`src/prmc_pkg.sv`:
```
// Constants, register map and types of the power reduction mode controller
package prmc_pkg;
  // ----------------------------------------------------------------
  // Register indices (byte address is four times the index)
  // ----------------------------------------------------------------
  localparam logic [9:0] PRMC_IDX_POWER_CONTROL_REG = 10'h087; // power_control_reg
  localparam logic [9:0] PRMC_IDX_POWER_CONTROL_AUX_REG = 10'h0B5; // power_control_aux_reg
  localparam logic [9:0] PRMC_IDX_CFG = 10'h0C0; // wake and clock configuration
  localparam logic [9:0] PRMC_IDX_STAT = 10'h0C1; // controller status
  localparam int PRMC_AW = 12; // Bus address width
  // ----------------------------------------------------------------
  // Mode field codes
  // ----------------------------------------------------------------
  localparam logic [1:0] PRMC_MODE_NORMAL = 2'h0;
  localparam logic [1:0] PRMC_MODE_IDLE = 2'h1;
  localparam logic [1:0] PRMC_MODE_PDOWN = 2'h2;
  localparam logic [1:0] PRMC_MODE_TOTAL = 2'h3;
  // ----------------------------------------------------------------
  // Field positions
  // ----------------------------------------------------------------
  localparam int PRMC_POWER_CONTROL_REG_BOI = 4; // Brownout gives interrupt, not reset
  localparam int PRMC_POWER_CONTROL_REG_BOPD = 5; // Brownout detector powered down
  localparam int PRMC_POWER_CONTROL_AUX_REG_CMPPD = 5; // Comparator power-down
  localparam int PRMC_POWER_CONTROL_AUX_REG_RTC_POWER_DOWN = 7; // rtc_power_down
  localparam int PRMC_CFG_GIE = 7; // global_irq_enable
  localparam int PRMC_CFG_WDTRST = 8; // Watchdog event is a reset
  localparam int PRMC_CFG_WATCHDOG_CLOCK_SELECT = 9; // watchdog_clock_select
  localparam int PRMC_CFG_CLK = 10; // Two-bit clock source field
  localparam int PRMC_CFG_RTCEN = 12; // Real-time clock enabled
  localparam int PRMC_CFG_CMPEN = 13; // Comparators enabled
  localparam int PRMC_CFG_BOE = 14; // Brownout detector fitted/enabled
  // ----------------------------------------------------------------
  // Wake source lanes
  // ----------------------------------------------------------------
  localparam int PRMC_NSRC = 7;
  localparam int PRMC_SRC_EXT0 = 0;
  localparam int PRMC_SRC_EXT1 = 1;
  localparam int PRMC_SRC_BOD = 2;
  localparam int PRMC_SRC_KBD = 3;
  localparam int PRMC_SRC_RTC = 4;
  localparam int PRMC_SRC_WDT = 5;
  localparam int PRMC_SRC_CMP = 6;
  // ----------------------------------------------------------------
  // Clock sources, start-up counts, resets, responses
  // ----------------------------------------------------------------
  localparam logic [1:0] PRMC_CLK_XTAL = 2'h0;
  localparam logic [1:0] PRMC_CLK_RC = 2'h1;
  localparam int PRMC_START_XTAL = 1024; // Clocks after crystal restart
  localparam int PRMC_START_RC = 256; // Clocks after RC/external restart
  localparam logic [7:0] PRMC_POWER_CONTROL_REG_RST = 8'h00;
  localparam logic [7:0] PRMC_POWER_CONTROL_AUX_REG_RST = 8'h00;
  localparam logic [15:0] PRMC_CFG_RST = 16'h0000;
  localparam logic [1:0] PRMC_RESP_OKAY = 2'h0;
  localparam logic [1:0] PRMC_RESP_SLVERR = 2'h2;
  // Controller states
  typedef enum logic [1:0] {PRMC_ST_NORMAL, PRMC_ST_IDLE, PRMC_ST_PDOWN,
                            PRMC_ST_STARTUP} prmc_state_t;
  // Register selector
  typedef enum logic [2:0] {PRMC_SEL_NONE, PRMC_SEL_POWER_CONTROL_REG, PRMC_SEL_POWER_CONTROL_AUX_REG,
                            PRMC_SEL_CFG, PRMC_SEL_STAT} prmc_sel_t;
endpackage

```
`src/prmc_cnt_if.sv`:
```
// Link between the mode controller and its start-up counter
`timescale 1ns/1ps
interface prmc_cnt_if;
  logic start; // Load pulse on wake from power-down
  logic long_sel; // High for crystal count, low for short count
  logic busy; // Counting in progress
  logic done; // Last counted clock
  modport ctrl (output start, output long_sel, input busy, input done);
  modport cnt (input start, input long_sel, output busy, output done);
endinterface

```
`src/prmc_startup_cnt.sv`:
```
// Oscillator start-up counter of the power reduction mode controller
`timescale 1ns/1ps
module prmc_startup_cnt import prmc_pkg::*; #(
  parameter int LONG_CNT = PRMC_START_XTAL,
  parameter int SHORT_CNT = PRMC_START_RC
) (
  input wire logic clk,
  input wire logic resetn,
  prmc_cnt_if.cnt cif
);
  localparam int CW = $clog2(LONG_CNT + 1);
  logic [CW-1:0] cnt_q; // Clocks still to count, minus one
  logic busy_q; // Counter running

  // ----------------------------------------------------------------
  // Down counter, loaded on start
  // ----------------------------------------------------------------
  always_ff @(posedge clk) begin
    if (!resetn) begin
      cnt_q <= '0;
      busy_q <= 1'b0;
    end else if (cif.start) begin
      // Crystal needs the long count, RC and external input the short one
      cnt_q <= cif.long_sel ? CW'(LONG_CNT - 1) : CW'(SHORT_CNT - 1);
      busy_q <= 1'b1;
    end else if (busy_q) begin
      if (cnt_q == '0) begin
        busy_q <= 1'b0;
      end else begin
        cnt_q <= cnt_q - 1'b1;
      end
    end
  end

  assign cif.busy = busy_q;
  assign cif.done = busy_q && (cnt_q == '0);
endmodule

```
`src/prmc_ctrl.sv`:
```
// Power reduction mode controller with AXI4-Lite register slave
// Function
// - Two-bit field selects normal, idle, power-down
// - Idle keeps peripherals; enabled interrupt/reset ends
// - Power-down stops the system oscillator unless the RTC runs from it
// - Listed sources or reset end power-down
// - Reset wakes only when that reset enabled
// - Interrupt wakes needs own and global enable
// - RC oscillator off unless RC clock plus RTC
// - Crystal wake holds execution 1024 clocks
// - RC or external wake holds 256 clocks
// - Brownout stays on; watchdog runs if selected
// - Comparators powered unless bit set and disabled
// - RTC and its crystal run unless RTC pd
// - Code 11 also kills brownout and comparators
`timescale 1ns/1ps
module prmc_ctrl import prmc_pkg::*; (
  input wire logic clk,
  input wire logic resetn,
  input wire logic [PRMC_AW-1:0] s_axi_awaddr,
  input wire logic s_axi_awvalid,
  output logic s_axi_awready,
  input wire logic [31:0] s_axi_wdata,
  input wire logic [3:0] s_axi_wstrb,
  input wire logic s_axi_wvalid,
  output logic s_axi_wready,
  output logic [1:0] s_axi_bresp,
  output logic s_axi_bvalid,
  input wire logic s_axi_bready,
  input wire logic [PRMC_AW-1:0] s_axi_araddr,
  input wire logic s_axi_arvalid,
  output logic s_axi_arready,
  output logic [31:0] s_axi_rdata,
  output logic [1:0] s_axi_rresp,
  output logic s_axi_rvalid,
  input wire logic s_axi_rready,
  input wire logic [PRMC_NSRC-1:0] wake_src,
  output logic sys_osc_on,
  output logic rc_osc_on,
  output logic cpu_clk_on,
  output logic periph_clk_on,
  output logic exec_hold,
  output logic brownout_on,
  output logic comparator_pwr,
  output logic watchdog_run,
  output logic rtc_run,
  output logic wake_reset
);
  // ----------------------------------------------------------------
  // Declarations
  // ----------------------------------------------------------------
  prmc_state_t state_q; // Controller state
  logic [7:0] power_control_reg_q; // power_control_reg
  logic [7:0] power_control_aux_reg_q; // power_control_aux_reg
  logic [15:0] cfg_q; // Wake and clock configuration
  logic [PRMC_NSRC-1:0] sync_a_q; // First synchroniser stage
  logic [PRMC_NSRC-1:0] sync_b_q; // Second synchroniser stage
  logic [PRMC_NSRC-1:0] last_wake_q; // Sources seen at last wake
  logic [PRMC_AW-1:0] awaddr_q; // Held write address
  logic [PRMC_AW-1:0] araddr_w; // Read address alias
  logic [31:0] wdata_q; // Held write data
  logic [3:0] wstrb_q; // Held write strobes
  logic wr_fire; // Both write halves present
  prmc_sel_t wr_sel; // Write target
  logic [1:0] mode; // Current mode field
  logic bod_active; // Brownout detector enabled
  logic rtc_alive; // RTC keeps running in power-down
  logic [PRMC_NSRC-1:0] irq_en; // Source enable gated by global
  logic [PRMC_NSRC-1:0] pd_live; // Sources alive in power-down
  logic rst_idle; // Enabled reset during idle
  logic rst_pd; // Enabled reset during power-down
  logic idle_wake; // Idle terminates
  logic pd_wake; // Power-down terminates
  logic pd_now; // In power-down
  prmc_cnt_if cif (); // Start-up counter link

  // Map a word address onto a register
  function automatic prmc_sel_t prmc_decode(input logic [PRMC_AW-1:0] addr);
    unique case (addr[PRMC_AW-1:2])
      PRMC_IDX_POWER_CONTROL_REG: prmc_decode = PRMC_SEL_POWER_CONTROL_REG;
      PRMC_IDX_POWER_CONTROL_AUX_REG: prmc_decode = PRMC_SEL_POWER_CONTROL_AUX_REG;
      PRMC_IDX_CFG: prmc_decode = PRMC_SEL_CFG;
      PRMC_IDX_STAT: prmc_decode = PRMC_SEL_STAT;
      default: prmc_decode = PRMC_SEL_NONE;
    endcase
  endfunction

  // ----------------------------------------------------------------
  // Wake input synchroniser
  // ----------------------------------------------------------------
  // Sources come from other blocks and pins, so two stages first
  always_ff @(posedge clk) begin
    if (!resetn) begin
      sync_a_q <= '0;
      sync_b_q <= '0;
    end else begin
      sync_a_q <= wake_src;
      sync_b_q <= sync_a_q;
    end
  end

  // ----------------------------------------------------------------
  // Wake qualification
  // ----------------------------------------------------------------
  assign mode = power_control_reg_q[1:0];
  assign pd_now = (state_q == PRMC_ST_PDOWN);
  // Code 11 silences the brownout detector outright
  assign bod_active = cfg_q[PRMC_CFG_BOE] && !power_control_reg_q[PRMC_POWER_CONTROL_REG_BOPD] &&
                      (mode != PRMC_MODE_TOTAL);
  assign rtc_alive = cfg_q[PRMC_CFG_RTCEN] && !power_control_aux_reg_q[PRMC_POWER_CONTROL_AUX_REG_RTC_POWER_DOWN];
  assign irq_en = cfg_q[PRMC_NSRC-1:0] & {PRMC_NSRC{cfg_q[PRMC_CFG_GIE]}};

  // Which sources can still fire while the oscillator is down
  always_comb begin
    pd_live = '0;
    pd_live[PRMC_SRC_EXT0] = 1'b1;
    pd_live[PRMC_SRC_EXT1] = 1'b1;
    pd_live[PRMC_SRC_KBD] = 1'b1;
    pd_live[PRMC_SRC_BOD] = bod_active && power_control_reg_q[PRMC_POWER_CONTROL_REG_BOI];
    pd_live[PRMC_SRC_RTC] = rtc_alive;
    pd_live[PRMC_SRC_WDT] = cfg_q[PRMC_CFG_WATCHDOG_CLOCK_SELECT];
    pd_live[PRMC_SRC_CMP] = (mode != PRMC_MODE_TOTAL);
  end

  // Resets: watchdog when set to reset, brownout when not interrupting
  assign rst_idle = (sync_b_q[PRMC_SRC_WDT] && cfg_q[PRMC_CFG_WDTRST]) ||
                    (sync_b_q[PRMC_SRC_BOD] && bod_active && !power_control_reg_q[PRMC_POWER_CONTROL_REG_BOI]);
  assign rst_pd = (sync_b_q[PRMC_SRC_WDT] && cfg_q[PRMC_CFG_WDTRST] &&
                   cfg_q[PRMC_CFG_WATCHDOG_CLOCK_SELECT]) ||
                  (sync_b_q[PRMC_SRC_BOD] && bod_active &&
                   !power_control_reg_q[PRMC_POWER_CONTROL_REG_BOI]);
  assign idle_wake = (|(sync_b_q & irq_en)) || rst_idle;
  assign pd_wake = (|(sync_b_q & irq_en & pd_live)) || rst_pd;

  // ----------------------------------------------------------------
  // Start-up counter
  // ----------------------------------------------------------------
  assign cif.start = pd_now && pd_wake;
  assign cif.long_sel = (cfg_q[PRMC_CFG_CLK +: 2] == PRMC_CLK_XTAL);

  prmc_startup_cnt #(
    .LONG_CNT(PRMC_START_XTAL),
    .SHORT_CNT(PRMC_START_RC)
  ) u_cnt (
    .clk(clk),
    .resetn(resetn),
    .cif(cif)
  );

  // ----------------------------------------------------------------
  // Mode state machine
  // ----------------------------------------------------------------
  always_ff @(posedge clk) begin
    if (!resetn) begin
      state_q <= PRMC_ST_NORMAL;
    end else begin
      unique case (state_q)
        PRMC_ST_NORMAL: begin
          // Entry follows the field as soon as it is written
          if (mode == PRMC_MODE_IDLE) begin
            state_q <= PRMC_ST_IDLE;
          end else if (mode[1]) begin
            state_q <= PRMC_ST_PDOWN;
          end
        end
        PRMC_ST_IDLE: begin
          if (idle_wake) begin
            state_q <= PRMC_ST_NORMAL;
          end
        end
        PRMC_ST_PDOWN: begin
          if (pd_wake) begin
            state_q <= PRMC_ST_STARTUP;
          end
        end
        PRMC_ST_STARTUP: begin
          // Execution waits for the oscillator count to finish
          if (cif.done) begin
            state_q <= PRMC_ST_NORMAL;
          end
        end
      endcase
    end
  end

  // ----------------------------------------------------------------
  // Registers
  // ----------------------------------------------------------------
  assign wr_fire = !s_axi_awready && !s_axi_wready && !s_axi_bvalid;
  assign wr_sel = prmc_decode(awaddr_q);

  // Mode field: a software write in the wake cycle wins over the clear
  always_ff @(posedge clk) begin
    if (!resetn) begin
      power_control_reg_q <= PRMC_POWER_CONTROL_REG_RST;
    end else if (wr_fire && wr_sel == PRMC_SEL_POWER_CONTROL_REG && wstrb_q[0]) begin
      power_control_reg_q <= wdata_q[7:0];
    end else if ((state_q == PRMC_ST_IDLE && idle_wake) || cif.start) begin
      power_control_reg_q[1:0] <= PRMC_MODE_NORMAL;
    end
  end

  // Auxiliary power control
  always_ff @(posedge clk) begin
    if (!resetn) begin
      power_control_aux_reg_q <= PRMC_POWER_CONTROL_AUX_REG_RST;
    end else if (wr_fire && wr_sel == PRMC_SEL_POWER_CONTROL_AUX_REG && wstrb_q[0]) begin
      power_control_aux_reg_q <= wdata_q[7:0];
    end
  end

  // Configuration, two byte lanes
  always_ff @(posedge clk) begin
    if (!resetn) begin
      cfg_q <= PRMC_CFG_RST;
    end else if (wr_fire && wr_sel == PRMC_SEL_CFG) begin
      if (wstrb_q[0]) begin
        cfg_q[7:0] <= wdata_q[7:0];
      end
      if (wstrb_q[1]) begin
        cfg_q[15:8] <= wdata_q[15:8];
      end
    end
  end

  // Sources active at the last wake, enabled or not, for software to inspect
  always_ff @(posedge clk) begin
    if (!resetn) begin
      last_wake_q <= '0;
    end else if ((state_q == PRMC_ST_IDLE && idle_wake) || cif.start) begin
      last_wake_q <= sync_b_q;
    end
  end

  // ----------------------------------------------------------------
  // AXI4-Lite write channel
  // ----------------------------------------------------------------
  // One write at a time; readies drop while a write is held
  always_ff @(posedge clk) begin
    if (!resetn) begin
      s_axi_awready <= 1'b1;
      s_axi_wready <= 1'b1;
      s_axi_bvalid <= 1'b0;
      s_axi_bresp <= PRMC_RESP_OKAY;
      awaddr_q <= '0;
      wdata_q <= '0;
      wstrb_q <= '0;
    end else begin
      if (s_axi_awvalid && s_axi_awready) begin
        awaddr_q <= s_axi_awaddr;
        s_axi_awready <= 1'b0;
      end
      if (s_axi_wvalid && s_axi_wready) begin
        wdata_q <= s_axi_wdata;
        wstrb_q <= s_axi_wstrb;
        s_axi_wready <= 1'b0;
      end
      if (wr_fire) begin
        s_axi_bvalid <= 1'b1;
        // Status is read-only; unmapped writes are refused too
        s_axi_bresp <= (wr_sel == PRMC_SEL_NONE || wr_sel == PRMC_SEL_STAT) ?
                       PRMC_RESP_SLVERR : PRMC_RESP_OKAY;
      end
      if (s_axi_bvalid && s_axi_bready) begin
        s_axi_bvalid <= 1'b0;
        s_axi_awready <= 1'b1;
        s_axi_wready <= 1'b1;
      end
    end
  end

  // ----------------------------------------------------------------
  // AXI4-Lite read channel
  // ----------------------------------------------------------------
  assign araddr_w = s_axi_araddr;

  always_ff @(posedge clk) begin
    if (!resetn) begin
      s_axi_arready <= 1'b1;
      s_axi_rvalid <= 1'b0;
      s_axi_rdata <= '0;
      s_axi_rresp <= PRMC_RESP_OKAY;
    end else if (s_axi_arvalid && s_axi_arready) begin
      s_axi_arready <= 1'b0;
      s_axi_rvalid <= 1'b1;
      s_axi_rresp <= PRMC_RESP_OKAY;
      unique case (prmc_decode(araddr_w))
        PRMC_SEL_POWER_CONTROL_REG: s_axi_rdata <= {24'h000000, power_control_reg_q};
        PRMC_SEL_POWER_CONTROL_AUX_REG: s_axi_rdata <= {24'h000000, power_control_aux_reg_q};
        PRMC_SEL_CFG: s_axi_rdata <= {16'h0000, cfg_q};
        PRMC_SEL_STAT: s_axi_rdata <= {22'h000000, last_wake_q, cif.busy, state_q};
        default: begin
          s_axi_rdata <= '0;
          s_axi_rresp <= PRMC_RESP_SLVERR;
        end
      endcase
    end else if (s_axi_rvalid && s_axi_rready) begin
      s_axi_rvalid <= 1'b0;
      s_axi_arready <= 1'b1;
    end
  end

  // ----------------------------------------------------------------
  // Clock and power enables
  // ----------------------------------------------------------------
  // Registered from state and settings, so they trail them by one clock
  always_ff @(posedge clk) begin
    if (!resetn) begin
      sys_osc_on <= 1'b1;
      rc_osc_on <= 1'b1;
      cpu_clk_on <= 1'b1;
      periph_clk_on <= 1'b1;
      exec_hold <= 1'b0;
      brownout_on <= 1'b0;
      comparator_pwr <= 1'b1;
      watchdog_run <= 1'b1;
      rtc_run <= 1'b0;
      wake_reset <= 1'b0;
    end else begin
      // Crystal stays up in power-down only when the RTC runs from it
      sys_osc_on <= !pd_now ||
                    (rtc_alive && cfg_q[PRMC_CFG_CLK +: 2] == PRMC_CLK_XTAL);
      rc_osc_on <= !pd_now ||
                   (rtc_alive && cfg_q[PRMC_CFG_CLK +: 2] == PRMC_CLK_RC);
      cpu_clk_on <= (state_q == PRMC_ST_NORMAL);
      periph_clk_on <= (state_q == PRMC_ST_NORMAL) || (state_q == PRMC_ST_IDLE);
      exec_hold <= (state_q != PRMC_ST_NORMAL);
      brownout_on <= bod_active;
      comparator_pwr <= !(pd_now && ((mode == PRMC_MODE_TOTAL) ||
                        (power_control_aux_reg_q[PRMC_POWER_CONTROL_AUX_REG_CMPPD] && !cfg_q[PRMC_CFG_CMPEN])));
      watchdog_run <= !pd_now || cfg_q[PRMC_CFG_WATCHDOG_CLOCK_SELECT];
      rtc_run <= cfg_q[PRMC_CFG_RTCEN] && (!pd_now || rtc_alive);
      wake_reset <= (state_q == PRMC_ST_IDLE && rst_idle) || (pd_now && rst_pd);
    end
  end

  // ----------------------------------------------------------------
  // Assertions
  // ----------------------------------------------------------------
  logic [10:0] hold_cnt_q; // Clocks in start-up; long holds counted, not delayed
  always_ff @(posedge clk) begin
    if (!resetn || state_q != PRMC_ST_STARTUP) begin
      hold_cnt_q <= '0;
    end else begin
      hold_cnt_q <= hold_cnt_q + 1'b1;
    end
  end
endmodule

```
`config.mk`:
```
export PLATFORM = sky130hd
export DESIGN_NAME = prmc_ctrl
export DESIGN_NICKNAME = d
export VERILOG_FILES = /design/src/prmc_pkg.sv /design/src/prmc_cnt_if.sv /design/src/prmc_startup_cnt.sv /design/src/prmc_ctrl.sv
export SDC_FILE = /design/constraint.sdc
export NUM_CORES = 1
export LEC_CHECK = 0
export BUFFER_PORTS_ARGS = -buffer_cell sky130_fd_sc_hd__buf_4
export CORE_MARGIN = 2
export CORE_UTILIZATION = 35
export CTS_CLUSTER_DIAMETER = 30
export CTS_CLUSTER_SIZE = 30
export DETAILED_ROUTE_END_ITERATION = 8
export GPL_TIMING_DRIVEN = 0
export PLACE_DENSITY = 0.68
export SYNTH_ARGS = -nofsm -noshare
export SYNTH_HDL_FRONTEND = slang
export SYNTH_HIERARCHICAL = 1
export SYNTH_SLANG_ARGS = --single-unit
```
`constraint.sdc`:
```
create_clock -name clk -period 1.97 [get_ports clk]
set_input_delay 0.197 -clock clk [delete_from_list [all_inputs] [get_ports clk]]
set_output_delay 0.197 -clock clk [all_outputs]
set_load 0.02 [all_outputs]
```
==> results of run 1 <==
## cell usage after synthesis, types with 10 or more instances
library cell,n,area share
dfxtp_1,128,0.47
nand2_1,95,0.066
nor2_1,57,0.040
a21oi_1,54,0.050
mux2i_1,42,0.078
nand3_1,31,0.029
clkbuf_1,26,0.018
and2_1,18,0.021
buf_4,18,0.025
inv_1,14,0.0097
nor3_1,10,0.0092
o21ai_0,10,0.0092
## worst paths after layout
check                       from              to
hold / removal    s_axi_wdata[1]      wdata_q[1]
setup reg to reg     sync_b_q[0]  u_cnt/cnt_q[2]
setup / recovery     sync_b_q[0]  u_cnt/cnt_q[2]
hold reg to reg      sync_a_q[5]     sync_b_q[5]
## sequential cells by signal, indices dropped and copies added, names as in the netlist, 7 cells and up
name	flops
awaddr_q	10
cfg_q	16
last_wake_q	7
power_control_aux_reg_q	8
power_control_reg_q	8
s_axi_rdata	16
sync_a_q	7
sync_b_q	7
u_cnt/cnt_q	11
wdata_q	16
## where the power goes
part	switching, mW	internal, mW	total, mW
combinational	0.219	0.175	0.394
clock	1.29	1.90	3.19
sequential	0.0473	2.65	2.69
## repair_timing
item	in CTS	in global routing
setup buffers	7	4
hold buffers	9	0
endpoints found under the setup margin	52	44
resized for setup	23	25
hold endpoints to repair	9	0
pin swaps	5	11
cloned	0	0
## layer usage
| layer | wire length, microns | global-route usage |
|---|---|---|
| met5 | 0 | 0 |
| met4 | 253 | 0.0737 |
| met3 | 951 | 0.0524 |
| met2 | 6590 | 0.265 |
| met1 | 6670 | 0.238 |
## area by class of cell
type / count / area (sq um)
plain buffers: 47 / 263
clock buffers: 17 / 425
clock inverters: 15 / 174
fillers: 1409 / 7790
inverters: 16 / 65.1
multi-input cells: 441 / 2800
flip-flops and latches: 128 / 2570
well taps: 188 / 235
repair buffers: 103 / 825
## critical path, delay by kind of cell, from the launching register on
| kind | cells | cell delay [ns] |
|---|---|---|
| AOI/OAI and AO/OA | 4 | 1.07 |
| buffers and inverters | 3 | 0.46 |
| DFF | 1 | 0.33 |
| and+or+nand+nor | 2 | 0.11 |
## cell families after synthesis
kind of cell | after synthesis | share of synthesized area
multiplexers | 49 | 0.0922
AND/OR/NAND/NOR | 255 | 0.230
AO/OA/AOI/OAI | 113 | 0.135
flip-flops | 128 | 0.473
XOR/XNOR | 5 | 0.00809
buffers and inverters | 64 | 0.0585
adder cells (fa/ha/maj) | 1 | 0.00231
other | 1 | 0.000692
## per-stage QoR
step	setup WS, ns	hold WS (ns)	setup TNS, ns	instance area, sq um	utilization
3_3_place_gp	-0.733	0.401	-18.06	6340	0.419
6_report	-0.0968	0.0151	-0.608	7360	0.486
5_1_grt	-0.190	0.00574	-2.37	7360	0.486
4_1_cts	-0.00206	0.00618	-0.00206	7220	0.477
3_5_place_dp	-0.567	0.406	-15.19	6350	0.419
2_1_floorplan	0.0460	0.297	0	5480	-
==> impl_metrics.json, run 1 <==
{
  "status": "complete, but fails checks",
  "violations": "setup timing",
  "routedWlPerCell_microns": 15.1,
  "worstMarginPinSlew_ns": 0.923,
  "h-tree-depth": 4,
  "start_util": 0.358,
  "synthesis.area_sq_um": 5420,
  "hpwl_mm": 10.2,
  "grt_pass1_wl_mm": 22.7,
  "async_flop_share": 0,
  "min_period_ns": 2.07,
  "power_mw": 6.28,
  "wl_mm": 14.5,
  "antennaDiodeCount": 0,
  "path_cells": "a222oi_1 -> buf_4 -> o221ai_4 -> a221oi_4 -> buf_6 -> nor2_4 -> clkinv_4 -> nand2_2 -> o21a_1",
  "clk_transition_reported_paths_ns": 0.07,
  "relSlewSlack": 0.379,
  "dp_cells": 905,
  "die_h_microns": 128,
  "final_cells": 955,
  "worstHoldPathType": "in2reg",
  "max_freq_mhz": 484,
  "post-route-period-util": 1.05,
  "cpPeakStageDelay_ns": 0.44,
  "worstPathRequired_ns": 2.29,
  "track_usage": 0.177,
  "hold_depth": 3,
  "grt_pass1_vias": 4502,
  "drtIter0Drc": 293,
  "synth_area_per_cell_sq_um": 8.79,
  "drv_slew": 0,
  "place_congestion": 0.923,
  "ys_types": 61,
  "powerDensity_nw_per_um2": 854,
  "hold_violations": 0,
  "cts_sinks": 128,
  "core_sq_um": 15100,
  "peakVddDrop_mv": 0.626,
  "drc": 0,
  "avgViaCountPerCell": 5.08,
  "critPathArrivalTime_ns": 2.39,
  "yosys_warnings": 6,
  "die_area_sq_um": 16500,
  "die_width_microns": 128,
  "dr.pass1.iters": 5,
  "insertion_delay_ns": 0.42,
  "cts_tree": "yes",
  "gr-total-overflow": 0,
  "ys_seq_area_frac": 0.473,
  "synth_edf_count": 0,
  "num_vias": 4849,
  "leakage_nw": 2.97,
  "ys_seq_elements": 128,
  "cap_viol_max_count": 0,
  "startpoint_type": "flop",
  "rsz0062_at_grt": "true",
  "final_nets": 829,
  "setup.worst_path.class": "reg2reg",
  "cp_max_fo": 7,
  "clock_path_buffers": 2,
  "ys.flop_type": "dfxtp_1",
  "slowest_stage": "a222oi_1",
  "skew_ns": 0.00856,
  "synthCells": 616,
  "layout_commonest_cell": "dfxtp_1",
  "finalWorstSetupSlack_ns": -0.0968,
  "r2r_slack_ns": -0.1,
  "numPortBuffers": 84,
  "grt_max_degree": 17,
  "numCtsBuffers": 17,
  "num_rows": 45,
  "antenna_found_initial": 0,
  "cts_root_buffer": "clkbuf_16",
  "final_cell_mix": "dfxtp_1 (125), buf_4 (110), nand2_1 (94)",
  "drive_above_1_share": 0.256,
  "reg2reg_depth": 9,
  "setup_viol": 9,
  "syn2layout_area_growth_pct": 35.9,
  "cp-end-kind": "flop",
  "pin_count": 125,
  "postRouteAntennaNets": 0
}
Note: power is estimated with default switching activity, not from simulation.
==> run 2, diff against run 1 <==
--- a/config.mk
+++ b/config.mk
@@ -6,13 +6,16 @@
 export NUM_CORES = 1
 export LEC_CHECK = 0
 export BUFFER_PORTS_ARGS = -buffer_cell sky130_fd_sc_hd__buf_4
+export CELL_PAD_IN_SITES_DETAIL_PLACEMENT = 2
+export CELL_PAD_IN_SITES_GLOBAL_PLACEMENT = 2
 export CORE_MARGIN = 2
-export CORE_UTILIZATION = 35
+export CORE_UTILIZATION = 29
 export CTS_CLUSTER_DIAMETER = 30
 export CTS_CLUSTER_SIZE = 30
 export DETAILED_ROUTE_END_ITERATION = 8
 export GPL_TIMING_DRIVEN = 0
-export PLACE_DENSITY = 0.68
+export PLACE_DENSITY = 0.86
+export SKIP_LAST_GASP = 1
 export SYNTH_ARGS = -nofsm -noshare
 export SYNTH_HDL_FRONTEND = slang
 export SYNTH_HIERARCHICAL = 1
==> run 2 against run 1 <==
The flow still finishes with violations (setup timing). Hold slack got worse by 0.0039 ns. Critical endpoint unchanged. First-iteration DRC count grew 2.7%. Clock power increased by 16%. Clock-buffer cell count increased by 2. Sequential share of layout area shrank 0.99 points. Wire length is 55% higher. Final area increased by 3.0%. Core utilization down 6.8 points. Final cell count up 5.3%. Global-route usage grew 3.7 points. Largest power group unchanged.
==> impl_metrics.json, run 2 (same netlist as run 1, synthesis figures left out) <==
{
  "status": "complete, but fails checks",
  "violations": "setup timing",
  "seq_area_sq_um": 2570,
  "pin_count": 125,
  "critPathArrivalTime_ns": 2.49,
  "dpl_cell_area_sq_um": 6400,
  "drive_above_1_share": 0.278,
  "slowest_stage": "a222oi_1",
  "worstHoldPathType": "in2reg",
  "drc": 0,
  "largest_registers": "cfg_q: 16 flops, s_axi_rdata: 16 flops, wdata_q: 16 flops",
  "num_vias": 5239,
  "worst-path-stages": 9,
  "track_usage": 0.213,
  "drv_slew": 0,
  "grtUsageMet1": 0.247,
  "die_area_sq_um": 19800,
  "cts_root_buffer": "clkbuf_16",
  "gr-total-overflow": 0,
  "fillers": 1946,
  "met3_usage": 0.0404,
  "core_sq_um": 18100,
  "setup_viol": 22,
  "syn2layout_area_growth_pct": 39.9,
  "cp-end-kind": "flop",
  "die_h_microns": 141,
  "relSlewSlack": 0.298,
  "num_rows": 49,
  "cp_num_buf_inv": 3,
  "worstMarginPinSlew_ns": 1.04,
  "reg2reg_from": "cfg_q[0]",
  "final_area_sq_um": 7580,
  "antenna_found_initial": 0,
  "r2r_slack_ns": -0.19,
  "max_freq_mhz": 462,
  "final_nets": 839,
  "setup.worst_path.class": "reg2reg",
  "clock_path_buffers": 2,
  "hpwl_mm": 14.1,
  "peakVddDrop_mv": 0.496,
  "numPortBuffers": 84,
  "r2r-end": "u_cnt/cnt_q[2]",
  "skew_ns": 0.0110,
  "grt_pass1_wl_mm": 32.4,
  "numCtsBuffers": 17,
  "die_width_microns": 141,
  "reg2reg_depth": 9,
  "h-tree-depth": 4,
  "insertion_delay_ns": 0.43,
  "drtIter0Drc": 301,
  "hold_violations": 0,
  "finalWorstSetupSlack_ns": -0.195,
  "routedWlPerCell_microns": 22.3,
  "path_cells": "a222oi_1 -> buf_4 -> o221ai_4 -> a221oi_4 -> buf_6 -> nor2_4 -> clkinv_4 -> nand2_2 -> o21a_1",
  "powerDensity_nw_per_um2": 901,
  "wl_mm": 22.4,
  "antennaDiodeCount": 0,
  "met2_usage": 0.391,
  "crit_start": "cfg_q[0]",
  "rsz0062_at_grt": "true",
  "cp_max_fo": 7,
  "worstPathRequired_ns": 2.29,
  "final_cell_mix": "dfxtp_1 (123), buf_4 (121), nand2_1 (94)",
  "grt_pass1_vias": 5746,
  "multi_input_area_sq_um": 2820,
  "postRouteAntennaNets": 0,
  "cpPeakStageDelay_ns": 0.43,
  "pre_cts_slack_ns": -0.774,
  "crit_family": "compound AO/OA/AOI/OAI gates",
  "dr.pass1.iters": 5,
  "cts_tree": "yes",
  "grt.busiest_layer": "met2",
  "avgViaCountPerCell": 5.21,
  "place_congestion": 0.842,
  "clk_transition_reported_paths_ns": 0.06,
  "cts_sinks": 128,
  "layout_commonest_cell": "dfxtp_1",
  "cap_viol_max_count": 0,
  "endpoint": "u_cnt/cnt_q[2]",
  "startpoint_type": "flop",
  "grt_max_degree": 17,
  "post-route-period-util": 1.10,
  "leakage_nw": 3.05,
  "min_period_ns": 2.16,
  "start_util": 0.298
}
run 2: cell count changes in the layout (fill, tap and decap cells not counted), sizes merged:
cell         change
inv              -7
bufinv           +4
clkinv           +2
clkbuf           +3
dlygate4sd3      -3
buf             +11
run 2: worst reg2reg max path, cell delays in order (launching register included):
cell,delay (ns)
dfxtp_2,0.33
a222oi_1,0.43
buf_4,0.21
o221ai_4,0.12
a221oi_4,0.40
buf_6,0.18
nor2_4,0.07
clkinv_4,0.11
nand2_2,0.05
o21a_1,0.15
run 2: worst min path at each step:
stage,slack [ns],cells past startpoint,startpoint,endpoint
after CTS,0.0009,2,wake_src[1],sync_a_q[1]
final,0.01,2,wake_src[1],sync_a_q[1]
after floorplan,0.30,1,s_axi_awvalid,s_axi_awready
after global routing,0.004,2,wake_src[2],sync_a_q[2]
after global placement,0.40,2,s_axi_wvalid,s_axi_wready
after detailed placement,0.41,2,wake_src[5],sync_a_q[5]
run 2: final cells by class:
type | count | share of cell area
Timing Repair inverter | 1 | 0.000660
Inverter | 16 | 0.00859
Tap cell | 229 | 0.0378
Sequential cell | 128 | 0.339
Buffer | 47 | 0.0352
Clock buffer | 19 | 0.0598
Multi-Input combinational cell | 441 | 0.372
Clock inverter | 13 | 0.0307
Timing Repair Buffer | 112 | 0.116
run 2: per-layer routing:
metal	wire, microns	vias up
li1	-	2415
met5	0	-
met3	888	50
met1	8990	2604
met4	696	0
met2	11800	170
run 2: timing repair:
action | CTS | global route
buffers inserted | 13 | 12
endpoints found under the setup margin | 53 | 51
endpoints found under the hold margin | 6 | 0
hold buffers | 6 | 0
gates resized for setup | 32 | 24
pin swaps | 14 | 16
cloned | 2 | 0
run 2: report_power, final:
part | internal (mW) | leakage (nW) | switching [mW]
logic | 0.174 | 1.67 | 0.251
registers | 2.65 | 1.04 | 0.0575
clock network | 2.45 | 0.334 | 1.25
total | 5.27 | 3.05 | 1.56
run 2: per-stage QoR:
step                      TNS [ns]  std cells  utilization  power [mW]  hold WS, ns
after global routing         -4.90       1006        0.418        7.03      0.00372
after global placement      -17.92        946        0.352        3.12        0.398
final                        -3.05       1006        0.418        6.83       0.0112
after CTS                   -0.723        995        0.407        6.81     0.000903
after floorplan                  0        633            -        2.95        0.297
after detailed placement    -19.89        946        0.353        3.14        0.412
==> run 3, diff against run 2 <==
--- a/config.mk
+++ b/config.mk
@@ -6,8 +6,10 @@
 export NUM_CORES = 1
 export LEC_CHECK = 0
 export BUFFER_PORTS_ARGS = -buffer_cell sky130_fd_sc_hd__buf_4
+export CAP_MARGIN = 5
 export CELL_PAD_IN_SITES_DETAIL_PLACEMENT = 2
 export CELL_PAD_IN_SITES_GLOBAL_PLACEMENT = 2
+export CORE_ASPECT_RATIO = 1.2
 export CORE_MARGIN = 2
 export CORE_UTILIZATION = 29
 export CTS_CLUSTER_DIAMETER = 30
@@ -15,6 +17,7 @@
 export DETAILED_ROUTE_END_ITERATION = 8
 export GPL_TIMING_DRIVEN = 0
 export PLACE_DENSITY = 0.86
+export RECOVER_POWER = 100
 export SKIP_LAST_GASP = 1
 export SYNTH_ARGS = -nofsm -noshare
 export SYNTH_HDL_FRONTEND = slang
==> run 3 against run 2 <==
The run still ends with setup timing left. Critical path type unchanged. Critical endpoint is now last_wake_q[5]. Sequential share of layout area is 1.2 points higher. Fmax is 1.5% lower. Global-route usage is 0.27 points lower. Non-clock buffer count is 2 higher. Final cell count is 0.40% lower. Wire length is 3.0% lower. Hold slack worse by 0.0037 ns. Critical path depth is 2 lower. Clock-buffer cell count stayed put. Total power is 8.5% lower.
==> impl_metrics.json, run 3 (same netlist as run 1, synthesis figures left out) <==
{
  "final_area_sq_um": 7320,
  "h-tree-depth": 4,
  "dpl_cell_area_sq_um": 6400,
  "crit_start": "sync_b_q[0]",
  "dp_cells": 941,
  "setup_viol": 25,
  "dr.pass1.iters": 4,
  "drc": 0,
  "grt_pass1_wl_mm": 32.0,
  "cp_max_fo": 8,
  "final_cell_mix": "dfxtp_1 (127), nand2_1 (95), buf_4 (80)",
  "violations": "setup timing",
  "cts_root_buffer": "clkbuf_16",
  "endpoint": "last_wake_q[5]",
  "cap_viol_max_count": 0,
  "track_usage": 0.211,
  "core_sq_um": 18200,
  "pin_count": 125,
  "worstPathRequired_ns": 2.33,
  "worst-path-stages": 7,
  "reg2reg_depth": 7,
  "status": "complete, but fails checks",
  "leakage_nw": 2.85,
  "hpwl_mm": 13.2,
  "final_cells": 1002,
  "gr-total-overflow": 0,
  "start_util": 0.297,
  "drv_slew": 0,
  "die_width_microns": 129,
  "seq_power_share": 0.433,
  "p_sw_frac": 0.252,
  "num_vias": 5263,
  "numPortBuffers": 84,
  "relSlewSlack": 0.370,
  "p_clk_frac": 0.500,
  "setup.worst_path.class": "reg2reg",
  "routedWlPerCell_microns": 21.7,
  "crit_family": "compound AO/OA/AOI/OAI gates",
  "hold_violations": 0,
  "post-route-period-util": 1.12,
  "drtIter0Drc": 325,
  "pwr-share-comb": 0.067,
  "avgViaCountPerCell": 5.25,
  "die_area_sq_um": 19800,
  "drive_above_1_share": 0.212,
  "internal_power_mw": 4.67,
  "cts_tree": "yes",
  "power_switching_mw": 1.57,
  "postRouteAntennaNets": 0,
  "finalWorstSetupSlack_ns": -0.227,
  "max_freq_mhz": 455,
  "fin_util": 0.401,
  "min_period_ns": 2.20,
  "peakVddDrop_mv": 0.630,
  "num_rows": 54,
  "slowest_stage": "a222oi_1",
  "cts_sinks": 128,
  "layout_commonest_cell": "dfxtp_1",
  "power_mw": 6.25,
  "r2r-end": "last_wake_q[5]",
  "critPathArrivalTime_ns": 2.56,
  "place_congestion": 0.827,
  "worstHoldPathType": "in2reg",
  "antenna_found_initial": 0,
  "startpoint_type": "flop",
  "clock_path_buffers": 2,
  "worstMarginPinSlew_ns": 0.938,
  "cp-end-kind": "flop",
  "grt_max_degree": 17,
  "r2r_slack_ns": -0.23,
  "final_nets": 840,
  "grt_pass1_vias": 5742,
  "clk_transition_reported_paths_ns": 0.07,
  "cpPeakStageDelay_ns": 0.47,
  "cp_num_buf_inv": 2,
  "largest_registers": "cfg_q: 16 flops, s_axi_rdata: 16 flops, wdata_q: 16 flops",
  "reg2reg_from": "sync_b_q[0]",
  "numCtsBuffers": 17,
  "antennaDiodeCount": 0,
  "fillers": 2029,
  "skew_ns": 0.0117,
  "path_cells": "a222oi_1 -> o221ai_2 -> a221oi_4 -> buf_6 -> buf_8 -> nand4_1 -> o211ai_1",
  "powerDensity_nw_per_um2": 853,
  "insertion_delay_ns": 0.44,
  "die_h_microns": 154,
  "rsz0062_at_grt": "true",
  "wl_mm": 21.7,
  "syn2layout_area_growth_pct": 35.2
}
run 3: changes by cell type in the layout (fill, tap and decap cells not counted), moves of 3 or more:
| cell | before | now |
|---|---|---|
| buf_4 | 121 | 80 |
| clkbuf_1 | 23 | 60 |
| and2_0 | 0 | 10 |
| and2_1 | 17 | 7 |
| dlygate4sd3_1 | 6 | 12 |
| dfxtp_2 | 5 | 0 |
| bufinv_16 | 6 | 2 |
| clkinvlp_4 | 1 | 5 |
| dfxtp_1 | 123 | 127 |
| clkbuf_4 | 0 | 3 |
| clkbuf_8 | 3 | 0 |
run 3: layout make-up:
cell class | instances | area (sq um) | area share
clock buffers | 19 | 433 | 0.0591
well taps | 224 | 280 | 0.0383
clock inverters | 13 | 140 | 0.0191
inverters | 16 | 68.8 | 0.00940
flip-flops and latches | 128 | 2570 | 0.351
plain buffers | 47 | 268 | 0.0366
multi-input cells | 441 | 2780 | 0.380
repair buffers | 114 | 782 | 0.107
run 3: worst reg2reg max path: cells and delay by family, from the launching register on:
kind | cells | cell delay [ns]
AO/OA/AOI/OAI | 4 | 1.34
flip-flops | 1 | 0.36
buffers and inverters | 2 | 0.29
AND/OR/NAND/NOR | 1 | 0.15
run 3: worst min path at each step:
stage	start	end	slack (ns)	cells after the start
finish	s_axi_awaddr[4]	awaddr_q[4]	0.008	3
global placement	s_axi_awvalid	s_axi_awready	0.40	2
floorplan	s_axi_awvalid	s_axi_awready	0.30	1
detailed placement	s_axi_wvalid	s_axi_wready	0.41	2
global route	s_axi_awaddr[8]	awaddr_q[8]	0.01	3
CTS	s_axi_awaddr[8]	awaddr_q[8]	0.0005	3
run 3: power by group through the flow:
stage	combinational [mW]	clock, mW	sequential, mW
after floorplan	0.202	0	2.74
after global placement	0.374	0	2.75
after detailed placement	0.386	0	2.75
after CTS	0.418	3.17	2.70
after global routing	0.454	3.27	2.71
final	0.418	3.12	2.70
run 3: per-stage QoR:
step | TNS (ns) | hold WS, ns | setup WS, ns
6_report | -2.25 | 0.00752 | -0.227
5_1_grt | -4.86 | 0.0136 | -0.282
4_1_cts | -0.0585 | 0.000483 | -0.0292
3_3_place_gp | -20.12 | 0.399 | -0.729
2_1_floorplan | 0 | 0.297 | 0.0460
3_5_place_dp | -21.75 | 0.413 | -0.808
run 3: what timing repair did:
item	4_1_cts	5_1_grt
hold buffers	12	0
endpoints found under the hold margin	12	0
setup endpoints to repair	53	34
resized for setup	28	21
setup buffers	6	12
pin swaps	6	11
run 3: metal layers:
layer  wire, microns  part of all wire  global-route usage  up-vias
met5               0                 0                   0        -
met4             759             0.035              0.0818        0
met3             823             0.038              0.0484       57
met2           11600              0.53               0.383      174
met1            8550              0.39               0.236     2611
li1                -                 -                   -     2421
